<file path="config.mk">
export PLATFORM = sky130hd
export DESIGN_NAME = flash_status_error_flags
export DESIGN_NICKNAME = d
export VERILOG_FILES = /design/src/rtl/flash_status_pkg.sv /design/src/rtl/flash_status_error_flags.sv
export VERILOG_INCLUDE_DIRS = /design/src /design/src/rtl
export SDC_FILE = /design/constraint.sdc
export NUM_CORES = 1
export LEC_CHECK = 0
export BUFFER_PORTS_ARGS = -buffer_cell sky130_fd_sc_hd__buf_2
export CORE_ASPECT_RATIO = 0.8
export CORE_MARGIN = 10
export CORE_UTILIZATION = 40
export CTS_CLUSTER_DIAMETER = 40
export DETAILED_ROUTE_END_ITERATION = 6
export HOLD_SLACK_MARGIN = 0.15
export PLACE_DENSITY = 0.79
export SYNTH_ARGS = -nofsm -noshare
export SYNTH_HDL_FRONTEND = slang
export SYNTH_SLANG_ARGS = --single-unit
</file>
<file path="constraint.sdc">
create_clock -name CORE_CLK -period 2.09 [get_ports CORE_CLK]
set_clock_uncertainty 0.15 [all_clocks]
set_input_delay 0.3135 -clock CORE_CLK [delete_from_list [all_inputs] [get_ports CORE_CLK]]
set_output_delay 0.3135 -clock CORE_CLK [all_outputs]
set_load 0.05 [all_outputs]
</file>
<file path="src/rtl/flash_status_consts.svh">
`ifndef FLASH_STATUS_CONSTS_SVH
`define FLASH_STATUS_CONSTS_SVH
// Notes on behaviour
// - Single-fault flag with its enable set requests the error interrupt.
// - Writing 1 to complete bit 7 launches; it stays 0 until done, access error or protection violation.
// - Access error bit 5 sets on sequence violation or illegal command.
// - While access error is set, launch writes are ignored.
// - Access error clears on write of 1; writing 0 leaves it.
// - Protection violation bit 4 sets on program or erase of protected area.
// - Protection violation clears on write of 1; writing 0 does nothing.
// - While protection violation is set, no sequence start and no launch.
// - Busy bit 3 reads 1 while a command runs, 0 when idle.
// - Status bit 2 reads 0 and ignores writes.
// - Completion status bits 1:0 set on command or reset-sequence errors.
// - Completion status clears when a command starts.
// - Busy and completion status read-only; other unused bits read 0.
// - Double-fault bit 1 sets on double fault or invalid read of busy block.
// - Double-fault flag clears on write of 1; writing 0 leaves it.
// - Single-fault bit 0 sets on corrected fault or busy-block read, unless ignored.
// - Single-fault flag clears on write of 1; writing 0 leaves it.
// - A new fault is reported only when its flag is already clear.
// - Wait codes 01 and 10 read back as written but act as 00.
// - Complete flag with its enable set requests the command interrupt.
// - Force controls make every array read set the matching fault flag, the single-fault one only when not ignored.
// - Fault flags are stored one cycle after the array read.

// Register indices; byte address is four times the index
`define IDX_CFG 4'h4
`define IDX_ERR_EN 4'h5
`define IDX_STAT 4'h6
`define IDX_ECC 4'h7
// Field positions
`define CFG_CC_IE 7
`define CFG_IGN_SF 4
`define CFG_WAIT_HI 3
`define CFG_WAIT_LO 2
`define CFG_FORCE_DF 1
`define CFG_FORCE_SF 0
`define EN_SF_IE 0
`define ST_DONE 7
`define ST_ACCESS_ERROR_FLAG 5
`define ST_PVIOL 4
`define ST_BUSY 3
`define ECC_DF 1
`define ECC_SF 0
// Reset values and the WAIT_NONE code
`define WAIT_RST 2'h0
`define WAIT_NONE 2'h3
`define COMPLETION_STATUS_RST 2'h0
`endif

</file>
<file path="src/rtl/flash_status_pkg.sv">
package flash_status_pkg;
    typedef enum logic [1:0] {
        CMD_IDLE = 2'b01,
        CMD_RUN = 2'b10
    } cmd_state_t;
    typedef logic [1:0] wait_sel_t;
endpackage

</file>
<file path="src/rtl/flash_status_error_flags.sv">
`timescale 1ns/1ps
`include "flash_status_consts.svh"
module flash_status_error_flags (
    // Clock, reset, enable
    input wire logic CORE_CLK,
    input wire logic RST,
    input wire logic CLK_EN,
    // APB slave
    input wire logic PSEL,
    input wire logic PENABLE,
    input wire logic PWRITE,
    input wire logic [7:0] PADDR,
    input wire logic [31:0] PWDATA,
    input wire logic [3:0] PSTRB,
    output logic [31:0] PRDATA,
    output logic PREADY,
    output logic PSLVERR,
    // Command core
    input wire logic CMD_DONE,
    input wire logic ACC_ERR_EVT,
    input wire logic PROT_VIOL_EVT,
    input wire logic [1:0] STAT_SET,
    output logic CMD_LAUNCH,
    output logic SEQ_ALLOW,
    output logic CONTROLLER_BUSY,
    // Array read path
    input wire logic RD_VALID,
    input wire logic RD_DBL_FAULT,
    input wire logic RD_SGL_FAULT,
    input wire logic RD_BUSY_BLK,
    // Configuration out
    output flash_status_pkg::wait_sel_t WAIT_SEL,
    output logic WAIT_MAX,
    // Interrupt requests
    output logic CMD_IRQ,
    output logic ERR_IRQ
);
    import flash_status_pkg::*;

    // ==========================================================
    // Bus decode
    logic [3:0] idx;
    logic mapped;
    logic acc;
    logic wr;
    logic setup_rd;
    logic [7:0] wb;

    assign idx = PADDR[5:2];
    assign mapped = (PADDR[7:6] == 2'h0) && (PADDR[1:0] == 2'h0) &&
                    (idx >= `IDX_CFG) && (idx <= `IDX_ECC);
    assign acc = PSEL && PENABLE && CLK_EN;
    assign wr = acc && PWRITE && mapped && PSTRB[0];
    assign setup_rd = PSEL && !PENABLE && !PWRITE;
    assign wb = PWDATA[7:0];
    assign PREADY = PSEL && PENABLE && CLK_EN;
    assign PSLVERR = PSEL && PENABLE && !mapped;

    function automatic logic hit(input logic [3:0] i, input logic [3:0] r);
        hit = (i == r);
    endfunction

    // ==========================================================
    // State
    cmd_state_t state_ff, nxt_state;
    logic access_error_flag_ff, nxt_access_error_flag;
    logic pviol_ff, nxt_pviol;
    logic [1:0] completion_status_ff, nxt_completion_status;
    logic double_fault_flag_ff, nxt_double_fault_flag;
    logic single_fault_flag_ff, nxt_single_fault_flag;
    logic df_evt_ff, nxt_df_evt;
    logic sf_evt_ff, nxt_sf_evt;
    logic cc_ie_ff, nxt_cc_ie;
    logic ign_sf_ff, nxt_ign_sf;
    wait_sel_t wait_ff, nxt_wait;
    logic force_df_ff, nxt_force_df;
    logic force_sf_ff, nxt_force_sf;
    logic sf_ie_ff, nxt_sf_ie;
    logic launch_ff, nxt_launch;
    logic [31:0] prdata_ff, nxt_prdata;
    logic idle;

    assign idle = (state_ff == CMD_IDLE);

    // ==========================================================
    // Command status
    always_comb begin
        nxt_state = state_ff;
        nxt_access_error_flag = access_error_flag_ff;
        nxt_pviol = pviol_ff;
        nxt_completion_status = completion_status_ff;
        nxt_launch = 1'b0;
        if (wr && hit(idx, `IDX_STAT)) begin
            if (wb[`ST_ACCESS_ERROR_FLAG]) begin
                nxt_access_error_flag = 1'b0;
            end
            if (wb[`ST_PVIOL]) begin
                nxt_pviol = 1'b0;
            end
            // Launch only from idle with both error flags clear
            if (wb[`ST_DONE] && idle && !access_error_flag_ff && !pviol_ff) begin
                nxt_state = CMD_RUN;
                nxt_launch = 1'b1;
                nxt_completion_status = `COMPLETION_STATUS_RST;
            end
        end
        unique case (state_ff)
            CMD_IDLE: begin
            end
            CMD_RUN: begin
                if (CMD_DONE || ACC_ERR_EVT || PROT_VIOL_EVT) begin
                    nxt_state = CMD_IDLE;
                end
            end
        endcase
        // Hardware sets win over software clears
        if (ACC_ERR_EVT) begin
            nxt_access_error_flag = 1'b1;
        end
        if (PROT_VIOL_EVT) begin
            nxt_pviol = 1'b1;
        end
        nxt_completion_status = nxt_completion_status | STAT_SET;
    end

    always_ff @(posedge CORE_CLK or posedge RST) begin
        if (RST) begin
            state_ff <= CMD_IDLE;
            access_error_flag_ff <= 1'b0;
            pviol_ff <= 1'b0;
            completion_status_ff <= `COMPLETION_STATUS_RST;
            launch_ff <= 1'b0;
        end else if (CLK_EN) begin
            state_ff <= nxt_state;
            access_error_flag_ff <= nxt_access_error_flag;
            pviol_ff <= nxt_pviol;
            completion_status_ff <= nxt_completion_status;
            launch_ff <= nxt_launch;
        end
    end

    assign CMD_LAUNCH = launch_ff;
    assign CONTROLLER_BUSY = !idle;
    assign SEQ_ALLOW = idle && !pviol_ff;

    // ==========================================================
    // ECC fault flags, one-cycle capture stage
    always_comb begin
        nxt_df_evt = RD_VALID && (RD_DBL_FAULT || RD_BUSY_BLK || force_df_ff);
        nxt_sf_evt = RD_VALID && !ign_sf_ff &&
                     (RD_SGL_FAULT || RD_BUSY_BLK || force_sf_ff);
        nxt_double_fault_flag = double_fault_flag_ff;
        nxt_single_fault_flag = single_fault_flag_ff;
        if (wr && hit(idx, `IDX_ECC)) begin
            if (wb[`ECC_DF]) begin
                nxt_double_fault_flag = 1'b0;
            end
            if (wb[`ECC_SF]) begin
                nxt_single_fault_flag = 1'b0;
            end
        end
        // Sticky: a fault while the flag is set adds nothing
        if (df_evt_ff) begin
            nxt_double_fault_flag = 1'b1;
        end
        if (sf_evt_ff) begin
            nxt_single_fault_flag = 1'b1;
        end
    end

    always_ff @(posedge CORE_CLK or posedge RST) begin
        if (RST) begin
            double_fault_flag_ff <= 1'b0;
            single_fault_flag_ff <= 1'b0;
            df_evt_ff <= 1'b0;
            sf_evt_ff <= 1'b0;
        end else if (CLK_EN) begin
            double_fault_flag_ff <= nxt_double_fault_flag;
            single_fault_flag_ff <= nxt_single_fault_flag;
            df_evt_ff <= nxt_df_evt;
            sf_evt_ff <= nxt_sf_evt;
        end
    end

    // ==========================================================
    // Configuration and enables
    always_comb begin
        nxt_cc_ie = cc_ie_ff;
        nxt_ign_sf = ign_sf_ff;
        nxt_wait = wait_ff;
        nxt_force_df = force_df_ff;
        nxt_force_sf = force_sf_ff;
        nxt_sf_ie = sf_ie_ff;
        if (wr && hit(idx, `IDX_CFG)) begin
            nxt_cc_ie = wb[`CFG_CC_IE];
            nxt_ign_sf = wb[`CFG_IGN_SF];
            nxt_force_df = wb[`CFG_FORCE_DF];
            nxt_force_sf = wb[`CFG_FORCE_SF];
            // Wait field frozen while a command runs
            if (idle) begin
                nxt_wait = wb[`CFG_WAIT_HI:`CFG_WAIT_LO];
            end
        end
        if (wr && hit(idx, `IDX_ERR_EN)) begin
            nxt_sf_ie = wb[`EN_SF_IE];
        end
    end

    always_ff @(posedge CORE_CLK or posedge RST) begin
        if (RST) begin
            cc_ie_ff <= 1'b0;
            ign_sf_ff <= 1'b0;
            wait_ff <= `WAIT_RST;
            force_df_ff <= 1'b0;
            force_sf_ff <= 1'b0;
            sf_ie_ff <= 1'b0;
        end else if (CLK_EN) begin
            cc_ie_ff <= nxt_cc_ie;
            ign_sf_ff <= nxt_ign_sf;
            wait_ff <= nxt_wait;
            force_df_ff <= nxt_force_df;
            force_sf_ff <= nxt_force_sf;
            sf_ie_ff <= nxt_sf_ie;
        end
    end

    assign WAIT_SEL = wait_ff;
    // Reserved codes behave as the maximum setting
    assign WAIT_MAX = (wait_ff != `WAIT_NONE);
    assign CMD_IRQ = idle && cc_ie_ff;
    assign ERR_IRQ = single_fault_flag_ff && sf_ie_ff;

    // ==========================================================
    // Read data, captured in the setup cycle
    always_comb begin
        nxt_prdata = prdata_ff;
        if (setup_rd) begin
            nxt_prdata = 32'h0;
            if (mapped) begin
                unique case (idx)
                    `IDX_CFG: begin
                        nxt_prdata[`CFG_CC_IE] = cc_ie_ff;
                        nxt_prdata[`CFG_IGN_SF] = ign_sf_ff;
                        nxt_prdata[`CFG_WAIT_HI:`CFG_WAIT_LO] = wait_ff;
                        nxt_prdata[`CFG_FORCE_DF] = force_df_ff;
                        nxt_prdata[`CFG_FORCE_SF] = force_sf_ff;
                    end
                    `IDX_ERR_EN: begin
                        nxt_prdata[`EN_SF_IE] = sf_ie_ff;
                    end
                    `IDX_STAT: begin
                        // Bit 2 and bit 6 stay zero
                        nxt_prdata[`ST_DONE] = idle;
                        nxt_prdata[`ST_ACCESS_ERROR_FLAG] = access_error_flag_ff;
                        nxt_prdata[`ST_PVIOL] = pviol_ff;
                        nxt_prdata[`ST_BUSY] = !idle;
                        nxt_prdata[1:0] = completion_status_ff;
                    end
                    `IDX_ECC: begin
                        nxt_prdata[`ECC_DF] = double_fault_flag_ff;
                        nxt_prdata[`ECC_SF] = single_fault_flag_ff;
                    end
                    default: begin
                        nxt_prdata = 32'h0;
                    end
                endcase
            end
        end
    end

    always_ff @(posedge CORE_CLK or posedge RST) begin
        if (RST) begin
            prdata_ff <= 32'h0;
        end else if (CLK_EN) begin
            prdata_ff <= nxt_prdata;
        end
    end

    assign PRDATA = prdata_ff;

    logic stat_wr;
    assign stat_wr = wr && hit(idx, `IDX_STAT);
endmodule

</file>
Word-level counts from Yosys, hierarchy flattened. Index checks and enable logic that the tools add are counted. W data, S select, Z words.

$add $sub $neg: 0. Multipliers: 0. Divide/modulo/power cells: 0. Order comparisons: 2. Equal/unequal tests: 7. Shift operators: 0. Mux-type cells: 27. Bitwise gates (word level): 1. Reduce and logical (&&, ||, !) cells: 55.

Operators with widths (number): $logic_and A1 B1 Y1 (24); $eq A4 B3 Y1 const B (4); $mux W1 (16); $reduce_bool A2 Y1 (8); $reduce_and A3 Y1 (5); $mux W2 (6); $mux W8 (1); $logic_not A1 Y1 (7); $logic_or A1 B1 Y1 (6); $reduce_and A2 Y1 (3); $ge A4 B3 Y1 const B (1); $le A4 B3 Y1 const B (1); $logic_not A2 Y1 (2); $pmux W1 S4 (1); $pmux W2 S2 (1); $pmux W1 S3 (1); $eq A2 B1 Y1 const B (1); $eq A2 B2 Y1 const B (1); $ne A2 B2 Y1 const B (1); $or A2 B2 Y2 (1); $pmux W1 S2 (1).

Register bits after elaboration: 50. Latch bits: 0. RAM bits: 0. Bits in read-only memories: 0. Input port bits: 59. Word-level logic and storage cells: 108. Memories: 0.

Logic depth before layout (Yosys ltp).
Depth in word-level cells: 10. Gate-level depth with buffers: 5.

Worst setup path after synthesis. No wires, ideal clock.

Kind: register -> output. Start point: reg state_ff[0]. End point: out SEQ_ALLOW. Arrival time: 1.843 ns. Required time: 1.627 ns. Slack: -0.216 ns. Cell stages (with the launch flop): 4. Buffers on the path: 0. Path through: dfstp_2 -> nor2b_1 -> inv_1 -> nor2_1.

Longest elaborated chain between the ends: 2.

RTL lines: start, declared (line flash_status_error_flags.sv:65) `cmd_state_t state_ff, nxt_state;`; start signal, assigned (line flash_status_error_flags.sv:134) `state_ff <= nxt_state;`; $eq A2 B1 Y1 (line flash_status_error_flags.sv:83) `assign idle = (state_ff == CMD_IDLE);`; $logic_and A1 B1 Y1 (line flash_status_error_flags.sv:144) `assign SEQ_ALLOW = idle && !pviol_ff;`; end, declared (line flash_status_error_flags.sv:24) `output logic SEQ_ALLOW,`.

No other way between the ends.

Worst setup path in the final report. Ends and elaborated chain as after synthesis.

==> metrics <==
WL final 3570 um; gr ovfl total 0; leakage roughly 0.97 nW; Finish-stage setup viols 0; Reg clk slew, reported paths about 90 ps; met1 wire length 1470 um; syn avg cell area ~11 sq um; hpwl dp 2940 um; Cell Count, Final, Fillers Out 242; Final Slew Violations 0; drt drc 0; CTS hold repair buffers 11; Netlist cell types 37; Final Power 1.14 mW; Inst Count DP 227; r2r worst-path depth 4; Die ar. 6300 sq um; H-Tree Depth 1; Routed Antenna Nets 0; first-pass GRT wire length around 5600 um; drt via density between 4 and 5; minimum clock period 1960 ps; RR Endpoint WAIT_SEL[1]; status finished, final reports clean; RSZ-0062 raised after global routing no; largest net degree at the start of global routing 26; post-CTS sizing 0; Clk pwr share 0.254; final cycle utilization of the critical path 0.938; Post-Syn Area 1410 sq um; CTS tree done; worst min path class primary input to flop; Routed wire per std cell 14.7 um; I/O pins 101; Post-Synthesis Cells 130; CP endpoint kind output pin; maxcap violations 0; FMAX 510 MHz; CTS root buffer clkbuf_8; drt pass-1 iters 4; PortBufs 47; hold path start RD_VALID; Rows 19; share of cells above drive strength 1 0.380; Area Growth Syn to Fin 30.1%; Max VDD drop ~0.00037 V; Largest stage delay, worst path 540 ps; CTS Sinks 25; FILL cells 334; Sw Share 0.358; top sig layer met4; sequential share of power 0.455; CTS buffer count 3; most frequent cells in the layout buf_2, conb_1, dfrtp_1; via count 1125; Gate power share 0.291; Clock Tree Buf Depth 2; sequential area share after synthesis 0.446; commonest non-fill, non-tap cell in the layout buf_2; WHS Endpoint sf_evt_ff; Setup Fix Bufs, Post-CTS 0; Worst-Skew Late Latency ~270 ps; Cell Chain, Critical Path nor2b_1, inv_1, nor2_2, buf_2; gr usage total 0.107; fin nets 260; P_int 732 uW; vias in the first global route 1137; yosys warns 0; flops & latches, synth 25; critical setup path kind flop to output pin; Die Y 73.0 um; number of diodes 0; 1st-iter DRT viols 26; Pwr Density 624 nW/um^2; met3 WL 350 um; final core occ 0.538; initial antenna violation count 0; P_sw 408 uW; Cells on Worst Hold Path 3; count of final hold-check violations 0; RD Place Congestion 0.809; die span in x roughly 86 um; Worst Path Required 1630 ps; Initial Util 0.413; Worst path slowest cell dfstp_2; origin of the critical flop-to-flop path state_ff[0]; R2R Setup Slk 510 ps; Sum Neg Setup Slack 0 ps; CP Max Fanout 4; met2 WL post-DR between 1500 and 2000 um; Core ar. 3400 sq um; startpoint types flop; Arrival @ worst endpoint 1500 ps
## critical path: cells and delay by family, from the launching register on
kind / cells / cell delay [ps]
buf+inv: 2 / 360
simple gates: 2 / 330
flops: 1 / 540
## synthesized netlist by cell type
cell	n	area (sq um)
or4_4	1	11.3
nor2_1	5	18.8
a31oi_1	1	6.26
clkbuf_1	2	7.51
nand4bb_1	2	22.5
or4b_4	1	13.8
a22o_1	8	70.1
nand3b_1	1	7.51
inv_1	8	30.0
buf_6	1	11.3
a21o_1	1	7.51
o311ai_0	1	8.76
or3_1	2	12.5
nand4b_1	2	17.5
nand4_1	3	18.8
mux2_2	4	45.0
and2_1	4	25.0
nor2b_1	1	6.26
o21ai_0	5	25.0
o211a_1	1	10.0
mux2i_1	1	10.0
buf_4	25	188
nand2_1	6	22.5
buf_2	1	5.00
a221o_1	3	30.0
nor3_1	3	15.0
nand2b_1	1	6.26
nand2_2	1	6.26
dfrtp_1	24	601
dfstp_2	1	26.3
nand3_1	1	5.00
mux4_1	1	26.3
nor4_2	2	25.0
nor4_4	1	21.3
a21oi_1	1	5.00
mux2_1	3	33.8
conb_1	1	3.75
## state kept, by name, summed over array words and instances, names as in the netlist, 2 cells and up
| register | flops |
|---|---|
| PRDATA | 7 |
| WAIT_SEL | 2 |
| completion_status_ff | 2 |
| state_ff | 2 |
## kinds of logic after synthesis
| kind of cell | Yosys count | synth area share |
|---|---|---|
| compound gates | 21 | 0.116 |
| buf+inv | 37 | 0.172 |
| flops | 25 | 0.446 |
| mux | 9 | 0.0819 |
| other cells | 1 | 0.00267 |
| simple gates | 37 | 0.182 |
## metrics by stage
| step | cell area [sq um] | hold WS [ps] | worst slack (ps) |
|---|---|---|---|
| floorplan | 1500 | 190 | 9.90 |
| global placement | 1670 | 228 | -128 |
| detailed placement | 1670 | 234 | -150 |
| CTS | 1830 | 159 | 120 |
| global route | 1830 | 181 | 19.9 |
| finish | 1830 | 164 | 130 |
## power groups by stage
stage,Combinational [mW],Sequential [mW],Clock [mW]
3_3_place_gp,0.311,0.527,0
4_1_cts,0.331,0.519,0.297
2_1_floorplan,0.263,0.527,0
3_5_place_dp,0.314,0.529,0
5_1_grt,0.354,0.522,0.314
6_report,0.331,0.519,0.290
## per-layer routing
metal  vias up  GRT usage
met1       528      0.121
met2        41      0.181
met4         0     0.0162
met5         -          0
met3         2     0.0547
li1        554          -
## worst max-delay path by stage
stage	start	to	cells after the start
floorplan	state_ff[0]	SEQ_ALLOW	3
global placement	PADDR[7]	completion_status_ff[1]	5
detailed placement	PADDR[7]	completion_status_ff[0]	5
CTS	state_ff[0]	SEQ_ALLOW	4
global route	state_ff[0]	SEQ_ALLOW	4
finish	state_ff[0]	SEQ_ALLOW	4
## final cells by class
type | count | area, sq um | area share
clock buffer | 3 | 41.3 | 0.0226
clock inverter | 1 | 5.00 | 0.00274
inverter | 8 | 30.0 | 0.0164
multi-input combinational | 92 | 629 | 0.344
sequential | 25 | 627 | 0.343
tap | 42 | 52.6 | 0.0287
timing repair buffer | 71 | 443 | 0.242
Note: power is estimated with default switching activity, not from simulation.
